`src/rcx_pkg.sv`:
```
// constants and types for the exception and pipeline control unit
// How it works
// - sixteen bit status word, flag fields fixed
// - enables gate fast, normal, trace exceptions
// - arithmetic sets overflow, alu sets condition
// - zero flags track r6 and r7
// - privilege bit drives mode indicator output
// - protected bits writable only when privileged
// - only exceptions raise privilege from user
// - reserved status bits read zero
// - five stage pipeline, one per cycle
// - forward from execute and memory stages
// - load use costs one stall
// - taken plain branch stalls one cycle
// - memory port conflicts stall the pipeline
// - five exceptions, fixed priority, four fixed vectors
// - reset release jumps through word zero
// - reset leaves only privilege bit set
// - fast request saves state, clears enables
// - fast return restores status and pc
// - normal request saves, vectors, return restores
// - trace traps after each instruction but a soft trap
// - soft trap links, jumps immediate times four
// - big endian, wide value has zero byte
// - program address is pc bits 21..1
// - wait input freezes the core
// - global disable blocks all requests
// - pc and saved low lsb always zero
package rcx_pkg;
  // status word bit positions
  localparam int SW_T   = 15;
  localparam int SW_PM  = 6;
  localparam int SW_Z1  = 5;
  localparam int SW_Z0  = 4;
  localparam int SW_V   = 3;
  localparam int SW_TE  = 2;
  localparam int SW_IE  = 1;
  localparam int SW_FE  = 0;
  // reset value: privileged only
  localparam logic [15:0] SW_RESET    = 16'h0040;
  // reserved bits 14..7 masked off
  localparam logic [15:0] SW_USED     = 16'h807F;
  // exception vector byte addresses, words 0 to 3
  localparam logic [21:0] VEC_RESET   = 22'h000000;
  localparam logic [21:0] VEC_FAST    = 22'h000002;
  localparam logic [21:0] VEC_NORMAL  = 22'h000004;
  localparam logic [21:0] VEC_TRACE   = 22'h000006;
  localparam logic [21:0] PC_STEP     = 22'h000002;

  // one retiring instruction, told by the datapath
  typedef struct packed {
    logic        valid;       // an instruction completes this cycle
    logic        is_arith;    // updates overflow
    logic        is_alu;      // updates condition flag
    logic        ovf;         // overflow result
    logic        cond;        // condition result
    logic        sw_write;    // writes status word
    logic [15:0] sw_wdata;    // value to write
    logic        fast_ret;    // fast return
    logic        norm_ret;    // normal return
    logic        trap_ret;    // soft trap return
    logic        trap;        // soft trap
    logic [5:0]  trap_imm;    // soft trap immediate
    logic        taken;       // branch taken
    logic        delayed;     // branch owns a delay slot
    logic [21:0] target;      // branch or return target
  } rcx_retire_t;

  // hazard view of decode, execute and memory stages
  typedef struct packed {
    logic [3:0] id_src_a;     // decode source a
    logic [3:0] id_src_b;     // decode source b
    logic       id_alu;       // decode is an alu op
    logic       ex_load;      // execute stage is a load
    logic       ex_wr;        // execute writes a register
    logic [3:0] ex_dst;       // execute destination
    logic       mem_wr;       // memory writes a register
    logic [3:0] mem_dst;      // memory destination
    logic       ex_pm_load;   // load from program memory
    logic       ex_rmw;       // read modify write bit op
  } rcx_hazard_t;

  typedef enum logic [2:0] {
    EXC_NONE, EXC_RESET, EXC_TRACE, EXC_FAST, EXC_TRAP, EXC_NORMAL
  } rcx_exc_t;
endpackage

```
`src/rcx_core_ctrl.sv`:
```
// status word, exception sequencing and hazard control of the core
`timescale 1ns/10ps
`default_nettype none
module rcx_core_ctrl
  import rcx_pkg::*;
(
  input  wire logic        ref_clk,
  input  wire logic        rst_n,
  input  wire logic        fast_request_in_n,
  input  wire logic        normal_request_in_n,
  input  wire logic        wait_in_n,
  input  wire logic        global_int_disable_n,
  input  wire logic [15:0] prog_data,
  input  wire logic [15:0] reg_r6,
  input  wire logic [15:0] reg_r7,
  input  wire logic [21:0] link_value,
  input  wire rcx_retire_t retire,
  input  wire rcx_hazard_t hazard,
  output logic [20:0]      program_address_out,
  output logic             privilege_indicator_out,
  output logic [15:0]      status_word,
  output logic             stall,
  output logic [1:0]       fwd_a,
  output logic [1:0]       fwd_b,
  output logic             link_write,
  output logic [21:0]      link_data,
  output logic [31:0]      store_image
);
  // synchronisers for the asynchronous pins
  logic [1:0] fiq_s;
  logic [1:0] irq_s;
  logic [1:0] wait_s;
  logic [1:0] gid_s;
  logic       fiq_d;          // previous synced fast level
  logic       irq_d;          // previous synced normal level
  logic       fast_pend;      // latched fast request
  logic       norm_pend;      // latched normal request
  logic       rst_d;          // no reset seen last cycle
  logic       reset_pend;     // reset vector fetch due
  logic       trace_pend;     // trace trap due
  logic       vec_fetch;      // second cycle of vector fetch
  logic [21:0] program_counter;
  logic [21:0] next_pc;
  logic [15:0] next_sw;
  logic [15:0] fast_saved_status;
  logic [15:0] normal_saved_status;
  logic [15:0] trap_saved_status;
  logic [5:0]  fast_saved_pc_high;
  logic [15:0] fast_saved_pc_low;
  logic [5:0]  normal_saved_pc_high;
  logic [15:0] normal_saved_pc_low;
  rcx_exc_t    exc_sel;       // exception taken this cycle
  logic        run;           // core not held by wait
  logic        load_use;
  logic        port_conflict;
  logic        branch_bubble;
  logic        bubble_d;      // one cycle branch stall already spent

  // two flip flop synchronisers
  always_ff @(posedge ref_clk) begin
    if (!rst_n) begin
      fiq_s  <= 2'h3;
      irq_s  <= 2'h3;
      wait_s <= 2'h3;
      gid_s  <= 2'h3;
    end else begin
      fiq_s  <= {fiq_s[0], fast_request_in_n};
      irq_s  <= {irq_s[0], normal_request_in_n};
      wait_s <= {wait_s[0], wait_in_n};
      gid_s  <= {gid_s[0], global_int_disable_n};
    end
  end

  assign run = wait_s[1];

  // falling edge capture of requests; edge wins over consumption
  always_ff @(posedge ref_clk) begin
    if (!rst_n) begin
      fiq_d     <= 1'b1;
      irq_d     <= 1'b1;
      fast_pend <= 1'b0;
      norm_pend <= 1'b0;
    end else begin
      fiq_d <= fiq_s[1];
      irq_d <= irq_s[1];
      if (fiq_d && !fiq_s[1] && gid_s[1]) begin
        fast_pend <= 1'b1;
      end else if (exc_sel == EXC_FAST || !gid_s[1]) begin
        fast_pend <= 1'b0;
      end
      if (irq_d && !irq_s[1] && gid_s[1]) begin
        norm_pend <= 1'b1;
      end else if (exc_sel == EXC_NORMAL || !gid_s[1]) begin
        norm_pend <= 1'b0;
      end
    end
  end

  // reset release and trace pending
  always_ff @(posedge ref_clk) begin
    if (!rst_n) begin
      rst_d      <= 1'b0;
      reset_pend <= 1'b0;
      trace_pend <= 1'b0;
    end else begin
      rst_d <= 1'b1;
      if (!rst_d) begin
        reset_pend <= 1'b1;
      end else if (exc_sel == EXC_RESET) begin
        reset_pend <= 1'b0;
      end
      if (run && retire.valid && status_word[SW_TE] && !retire.trap) begin
        trace_pend <= 1'b1;
      end else if (exc_sel == EXC_TRACE) begin
        trace_pend <= 1'b0;
      end
    end
  end

  // priority select; lower ones stay pending
  always_comb begin
    exc_sel = EXC_NONE;
    if (!run || vec_fetch) begin
      exc_sel = EXC_NONE;
    end else if (reset_pend) begin
      exc_sel = EXC_RESET;
    end else if (trace_pend) begin
      exc_sel = EXC_TRACE;
    end else if (fast_pend && status_word[SW_FE]) begin
      exc_sel = EXC_FAST;
    end else if (retire.valid && retire.trap) begin
      exc_sel = EXC_TRAP;
    end else if (norm_pend && status_word[SW_IE]) begin
      exc_sel = EXC_NORMAL;
    end
  end

  // next status word
  always_comb begin
    next_sw = status_word;
    case (exc_sel)
      EXC_FAST: begin
        next_sw[SW_PM] = 1'b1;
        next_sw[SW_FE] = 1'b0;
        next_sw[SW_IE] = 1'b0;
        next_sw[SW_TE] = 1'b0;
      end
      EXC_TRACE, EXC_NORMAL, EXC_TRAP: begin
        next_sw[SW_PM] = 1'b1;
        next_sw[SW_IE] = 1'b0;
        next_sw[SW_TE] = 1'b0;
      end
      EXC_RESET: begin
        next_sw = SW_RESET;
      end
      default: begin
        if (retire.valid && retire.fast_ret) begin
          next_sw = fast_saved_status;
        end else if (retire.valid && retire.norm_ret) begin
          next_sw = normal_saved_status;
        end else if (retire.valid && retire.trap_ret) begin
          next_sw = trap_saved_status;
        end else if (retire.valid && retire.sw_write) begin
          next_sw[SW_T] = retire.sw_wdata[SW_T];
          next_sw[SW_V] = retire.sw_wdata[SW_V];
          if (status_word[SW_PM]) begin
            next_sw[SW_PM] = retire.sw_wdata[SW_PM];
            next_sw[SW_FE] = retire.sw_wdata[SW_FE];
            next_sw[SW_IE] = retire.sw_wdata[SW_IE];
            next_sw[SW_TE] = retire.sw_wdata[SW_TE];
          end
        end else if (retire.valid) begin
          if (retire.is_arith) begin
            next_sw[SW_V] = retire.ovf;
          end
          if (retire.is_alu) begin
            next_sw[SW_T] = retire.cond;
          end
        end
        // a return cannot lift a user-mode core into privileged mode
        if (!status_word[SW_PM]) begin
          next_sw[SW_PM] = 1'b0;
        end
      end
    endcase
    next_sw[SW_Z0] = (reg_r6 == 16'h0000);
    next_sw[SW_Z1] = (reg_r7 == 16'h0000);
    next_sw = next_sw & SW_USED;
  end

  // status word register
  always_ff @(posedge ref_clk) begin
    if (!rst_n) begin
      status_word <= SW_RESET;
    end else if (run) begin
      status_word <= next_sw;
    end
  end

  // saved state on exception entry; pc lsb forced to zero
  always_ff @(posedge ref_clk) begin
    if (!rst_n) begin
      fast_saved_status    <= 16'h0000;
      normal_saved_status  <= 16'h0000;
      trap_saved_status    <= 16'h0000;
      fast_saved_pc_high   <= 6'h00;
      fast_saved_pc_low    <= 16'h0000;
      normal_saved_pc_high <= 6'h00;
      normal_saved_pc_low  <= 16'h0000;
    end else if (exc_sel == EXC_FAST) begin
      fast_saved_status  <= status_word;
      fast_saved_pc_high <= program_counter[21:16];
      fast_saved_pc_low  <= {program_counter[15:1], 1'b0};
    end else if (exc_sel == EXC_NORMAL || exc_sel == EXC_TRACE) begin
      normal_saved_status  <= status_word;
      normal_saved_pc_high <= program_counter[21:16];
      normal_saved_pc_low  <= {program_counter[15:1], 1'b0};
    end else if (exc_sel == EXC_TRAP) begin
      trap_saved_status <= status_word;
    end
  end

  // soft trap link to the address register file
  always_ff @(posedge ref_clk) begin
    if (!rst_n) begin
      link_write <= 1'b0;
      link_data  <= 22'h000000;
    end else begin
      link_write <= (exc_sel == EXC_TRAP);
      link_data  <= {program_counter[21:1], 1'b0};
    end
  end

  // hazard detection
  always_comb begin
    load_use = hazard.id_alu && hazard.ex_load && hazard.ex_wr &&
               (hazard.ex_dst == hazard.id_src_a ||
                hazard.ex_dst == hazard.id_src_b);
    port_conflict = hazard.ex_pm_load || hazard.ex_rmw;
    branch_bubble = retire.valid && retire.taken && !retire.delayed &&
                    !bubble_d;
  end

  // stall and forward selects, registered
  always_ff @(posedge ref_clk) begin
    if (!rst_n) begin
      stall    <= 1'b0;
      bubble_d <= 1'b0;
      fwd_a    <= 2'h0;
      fwd_b    <= 2'h0;
    end else begin
      stall    <= !run || load_use || port_conflict || branch_bubble;
      bubble_d <= branch_bubble;
      // 1 selects execute result, 2 memory result
      fwd_a <= (hazard.ex_wr && hazard.ex_dst == hazard.id_src_a) ? 2'h1 :
               (hazard.mem_wr && hazard.mem_dst == hazard.id_src_a) ? 2'h2 :
               2'h0;
      fwd_b <= (hazard.ex_wr && hazard.ex_dst == hazard.id_src_b) ? 2'h1 :
               (hazard.mem_wr && hazard.mem_dst == hazard.id_src_b) ? 2'h2 :
               2'h0;
    end
  end

  // next program counter
  always_comb begin
    next_pc = program_counter;
    case (exc_sel)
      EXC_RESET:  next_pc = VEC_RESET;
      EXC_TRACE:  next_pc = VEC_TRACE;
      EXC_FAST:   next_pc = VEC_FAST;
      EXC_NORMAL: next_pc = VEC_NORMAL;
      EXC_TRAP:   next_pc = {14'h0000, retire.trap_imm, 2'h0};
      default: begin
        if (vec_fetch) begin
          next_pc = {6'h00, prog_data};
        end else if (retire.valid && retire.fast_ret) begin
          next_pc = {fast_saved_pc_high, fast_saved_pc_low};
        end else if (retire.valid && retire.norm_ret) begin
          next_pc = {normal_saved_pc_high, normal_saved_pc_low};
        end else if (retire.valid && (retire.trap_ret || retire.taken)) begin
          next_pc = retire.target;
        end else if (!load_use && !port_conflict && !branch_bubble) begin
          next_pc = program_counter + PC_STEP;
        end
      end
    endcase
    next_pc[0] = 1'b0;
  end

  // program counter and vector fetch phase
  always_ff @(posedge ref_clk) begin
    if (!rst_n) begin
      program_counter <= 22'h000000;
      vec_fetch       <= 1'b0;
    end else if (run) begin
      program_counter <= next_pc;
      vec_fetch       <= (exc_sel != EXC_NONE) && (exc_sel != EXC_TRAP);
    end
  end

  // registered outputs
  always_ff @(posedge ref_clk) begin
    if (!rst_n) begin
      program_address_out     <= 21'h000000;
      privilege_indicator_out <= 1'b1;
      store_image             <= 32'h00000000;
    end else begin
      // held under wait so they keep tracking the frozen pc and status
      if (run) begin
        program_address_out     <= next_pc[21:1];
        privilege_indicator_out <= next_sw[SW_PM];
      end
      // zero byte, then the 22-bit value padded to three bytes
      store_image <= {8'h00, 2'h0, link_value};
    end
  end
endmodule
`default_nettype wire

```
`config.mk`:
```
export PLATFORM = sky130hd
export DESIGN_NAME = rcx_core_ctrl
export DESIGN_NICKNAME = d
export VERILOG_FILES = /design/src/rcx_pkg.sv /design/src/rcx_core_ctrl.sv
export SDC_FILE = /design/constraint.sdc
export NUM_CORES = 1
export LEC_CHECK = 0
export ABC_AREA = 1
export CAP_MARGIN = 20
export CORE_MARGIN = 2
export CORE_UTILIZATION = 25
export CTS_CLUSTER_DIAMETER = 120
export DETAILED_ROUTE_END_ITERATION = 12
export DONT_BUFFER_PORTS = 1
export GPL_TIMING_DRIVEN = 0
export PLACE_DENSITY_LB_ADDON = 0.25
export RECOVER_POWER = 25
export SLEW_MARGIN = 15
export SYNTH_ARGS = -nofsm -noshare
export SYNTH_HDL_FRONTEND = slang
export SYNTH_SLANG_ARGS = --single-unit
```
`constraint.sdc`:
```
create_clock -name ref_clk -period 2 [get_ports ref_clk]
set_input_delay 0.4 -clock ref_clk [delete_from_list [all_inputs] [get_ports ref_clk]]
set_output_delay 0.4 -clock ref_clk [all_outputs]
set_load 0.05 [all_outputs]
```
==> results.txt <==
The flow ran to the end, and the final reports show no timing, DRC or antenna violations. The tools report the buffer depth of the longest clock path as 2. Setup violations remaining at the end of the flow were counted as 0. After detailed placement, the total cell area comes to 0.00779 mm^2. The first global-routing pass estimated 39.8 mm of wire. The combinational family with the most area after synthesis is simple AND/OR/NAND/NOR gates. In the routed layout, each cell is associated on average with a via count of 4.58. Clock root buffer: clkbuf_16.

Dividing the synthesized area by the synthesized cell count gives 6.83 um^2. During synthesis, Yosys emitted a total of 0 warnings. After layout, the design draws a total of 0.00826 W.

Fraction of layout cells with a size suffix above 1: 0.156. Cell type with the largest total area after synthesis: dfxtp_1. Among all stages on the critical path, the largest delay is contributed by dfxtp_4. TritonCTS built the clock tree. The worst slew margin relative to its limit is 0.468. The core area is 0.0286 mm^2. Capture instance of the worst register-to-register path: program_address_out[16]$_SDFFE_PN0P_. The run gives 0 as the initial antenna violation count.

Broken down by cell family, the worst path's largest delay share belongs to simple AND/OR/NAND/NOR gates. The tools report the count of inserted antenna diode cells as 0. Synthesis instantiated 41 different standard cells from the library. The setup clock skew after layout is 0.0167 ns, and the ratio of final minimum period to clock period is 0.957.

The minimum period implied by the final worst setup slack came out at 1.91 ns. The stage delay of the slowest cell on the critical path is 0.51 ns, and the number of cells on the worst reg-to-reg path is 9. After legalization and detailed placement, the total HPWL measured 19.4 mm. For the number of buffers inserted during clock tree synthesis, the log shows 17. The mux contribution to synthesized area works out to 0. The count of nets left with antenna violations once routing finished came out at 0. The compound-cell area share of the yosys netlist works out to 0.160. STA classifies the critical path endpoint as a register.

The post-synthesis xor/xnor area fraction is 0.00605, and the violation count after the first detailed-route iteration is 441. For the post-synthesis sequential area ratio, the log shows 0.429. Once layout is done, the placed cells without fillers occupy 0.00877 mm^2. The logs give 0 for the count of maximum capacitance violations and 0.09 ns for the setup slack on the worst flop-to-flop path. The critical path is of the register to register type. The buffers plus inverters on the worst setup path came out at 1. Along the worst path, the maximum fanout reaches 6. For the clock latency of the later-clocked register in the worst-skew pair, the log shows 0.44 ns. The worst hold path belongs to the class primary input to register. The deepest level of the CTS H-tree is 4. The hold violation total from the final report was 0; the via count of the first global-routing pass was 6724.

Dividing the detail-routed wire length by the instance count gives 17.6 um. For this run the aggregate overflow at the end of global routing stands at 0. In this run the cell area of the synthesized design comes to 0.00724 mm^2.

The final layout contains 1272 nets. The startpoint type of the worst setup path was a register. Counting every sink on the clock net gives 155. The synthesized design contains 155 register bits. For the critical path data required time, the log shows 2.37 ns. VDD sags by at most 0.572 mV. The run gives 0 as the count of final max-slew check failures. After detailed routing, the number of remaining DRC violations is 0. Port buffering added 0 buffers.

Static timing analysis puts the maximum clock frequency at 522 MHz. The logs give 0.253 for the initial standard-cell utilization of the core and 0.173 for the global-route usage over all layers. The die is 174 um wide.

The analysis attributes to cell leakage a power of 4.10 nW. The critical path starts at program_address_out[0]$_SDFFE_PN0P_. Counting buffers and inverters, the worst setup path is 9 cells deep. In the synthesized netlist, the number of instances is 1060. Traced cell by cell, the critical path runs through ha_4 -> nand3_2 -> nor2_4 -> buf_4 -> nand3_1 -> xor2_1 -> o21ai_0 -> nand4_1 -> nand2_1. The logs give 0.820 for the final RePlAce weighted congestion and 17 for the maximum number of pins on one net before global-route repair. The layout overhead on the synthesized area is 21.2%, and the adder-cell share of the synthesized area is 0.00173.

Dividing total power by cell area gives a power density of 942 mW/mm^2. The proportion of netlist area held by the largest area contributor came out at 0.429. The count of standard-cell rows came out at 62. The floorplan step set the die height to 174 um. Final cell utilization of the core: 0.306. The first detailed-routing pass took 5 iterations. The tools report the total die area as 0.0303 mm^2.

The clock slew at the register clock pins of the worst setup and hold paths works out to 0.07 ns. The routed layout has 6937 vias. At the worst endpoint, the arrival time is 2.28 ns. The slew at the pin closest to its max-slew limit is 0.799 ns.

The simple-gate area share of the yosys netlist works out to 0.286. The startpoint identified for the worst register-to-register timing path is program_address_out[0]$_SDFFE_PN0P_. In the post-synthesis netlist, the biggest area contributors are dfxtp_1 (43%), nand2_1 (13%), nor2_1 (6.9%).

The number of ports placed on the die boundary is 252, and the overall routed net length is 26.6 mm. The tools report the capture point of the worst path as program_address_out[16]$_SDFFE_PN0P_.
[Yosys cell counts]
| cell | n |
|---|---|
| nor3_2 | 2 |
| o21ai_0 | 93 |
| inv_2 | 7 |
| o2111a_1 | 1 |
| nand2_1 | 249 |
| a211oi_1 | 1 |
| nor3_1 | 6 |
| nand2_2 | 11 |
| dfxtp_1 | 155 |
| xnor2_1 | 3 |
| a22oi_1 | 3 |
| nor2_2 | 3 |
| or2_2 | 12 |
| nand3_1 | 33 |
| buf_4 | 23 |
| conb_1 | 1 |
| o22a_1 | 3 |
| o31ai_1 | 1 |
| nand2_4 | 1 |
| xor2_1 | 2 |
| buf_6 | 2 |
| o21ai_1 | 18 |
| buf_1 | 6 |
| nor2_1 | 133 |
| clkinv_1 | 2 |
| nand4_1 | 21 |
| o22ai_1 | 4 |
| a31oi_1 | 1 |
| nor2_4 | 3 |
| a221oi_1 | 1 |
| clkbuf_1 | 21 |
| inv_1 | 120 |
| a21oi_2 | 2 |
| ha_1 | 1 |
| o21a_1 | 1 |
| a21oi_1 | 84 |
| nor4_1 | 8 |
| nand3_2 | 3 |
| o211ai_1 | 4 |
| o2111ai_1 | 1 |
| buf_2 | 14 |
[state kept, by name, summed over array words and instances (netlist names), 6 cells and up]
signal,flops
fast_saved_pc_high,6
fast_saved_pc_low,15
fast_saved_status,6
link_data,21
normal_saved_pc_high,6
normal_saved_pc_low,15
normal_saved_status,6
program_address_out,21
status_word,7
store_image,22
trap_saved_status,6
[layout make-up]
cell class	count	area, um^2
repair buffers	20	190
multi-input cells	728	3460
fillers	3120	19900
well taps	384	480
clock buffers	19	453
flip-flops and latches	155	3160
inverters	129	499
clock inverters	13	119
plain buffers	66	407
[worst min-delay path by stage]
stage | from | slack (ns) | to | depth (start not counted)
after floorplan | rst_d$_DFF_P_ | 0.39 | reset_pend$_SDFFE_PN0P_ | 1
after global placement | rst_d$_DFF_P_ | 0.40 | reset_pend$_SDFFE_PN0P_ | 1
after detailed placement | fiq_s[0]$_SDFF_PN1_ | 0.40 | fiq_s[1]$_SDFF_PN1_ | 1
after CTS | link_value[2] | 0.05 | store_image[2]$_SDFF_PN0_ | 2
after global routing | link_value[8] | 0.05 | store_image[8]$_SDFF_PN0_ | 2
final | link_value[1] | 0.06 | store_image[1]$_SDFF_PN0_ | 2
[cell families after synthesis]
group,after synthesis
other,1
xor gates and xnor gates,5
AOI/OAI and AO/OA,218
DFF,155
buffers and inverters,195
and+or+nand+nor,485
adders and majority gates,1
[routing by layer]
layer,up-vias,share of wire,global-route usage
met3,20,0.068,0.0409
met2,272,0.50,0.305
met5,-,0,0
met1,3175,0.42,0.212
met4,0,0.012,0.0452
li1,3470,-,-
[cells in the final DEF, fill, tap and decap left out, types with 10 or more instances in the layout]
cell type | netlist | final
nand3_1 | 33 | 31
o21ai_1 | 18 | 21
clkbuf_1 | 21 | 19
dfxtp_1 | 155 | 134
buf_4 | 23 | 38
inv_1 | 120 | 119
a21oi_1 | 84 | 83
conb_1 | 1 | 19
dfxtp_4 | 0 | 11
o21ai_0 | 93 | 90
clkbuf_16 | 0 | 17
nand2_2 | 11 | 10
dfxtp_2 | 0 | 10
nor2_1 | 133 | 128
nand2_1 | 249 | 244
nand4_1 | 21 | 21
or2_2 | 12 | 12
buf_2 | 14 | 11
[report_power, final]
part / total [W] / switching, W / internal [W]
combinational: 0.00117 / 0.000780 / 0.000390
sequential: 0.00388 / 0.000599 / 0.00328
clock: 0.00321 / 0.00143 / 0.00178
total: 0.00826 / 0.00281 / 0.00545
[metrics by stage]
step | setup WS, ns | instances | TNS [ns] | hold slack [ns]
floorplan | 0.0920 | 1078 | 0 | 0.389
global placement | -0.610 | 1462 | -30.15 | 0.397
detailed placement | -0.608 | 1462 | -29.66 | 0.398
CTS | 0.00329 | 1497 | 0 | 0.0451
global route | -0.0185 | 1514 | -0.0911 | 0.0489
finish | 0.0851 | 1514 | 0 | 0.0568
[what timing repair did]
item,CTS,global route
buffers inserted,2,17
setup endpoints to repair,89,66
cloned,0,0
resized for setup,34,53
hold endpoints to repair,1,0
hold buffers,1,0
pin swaps,2,9
Power figures use the tool's default switching activity.
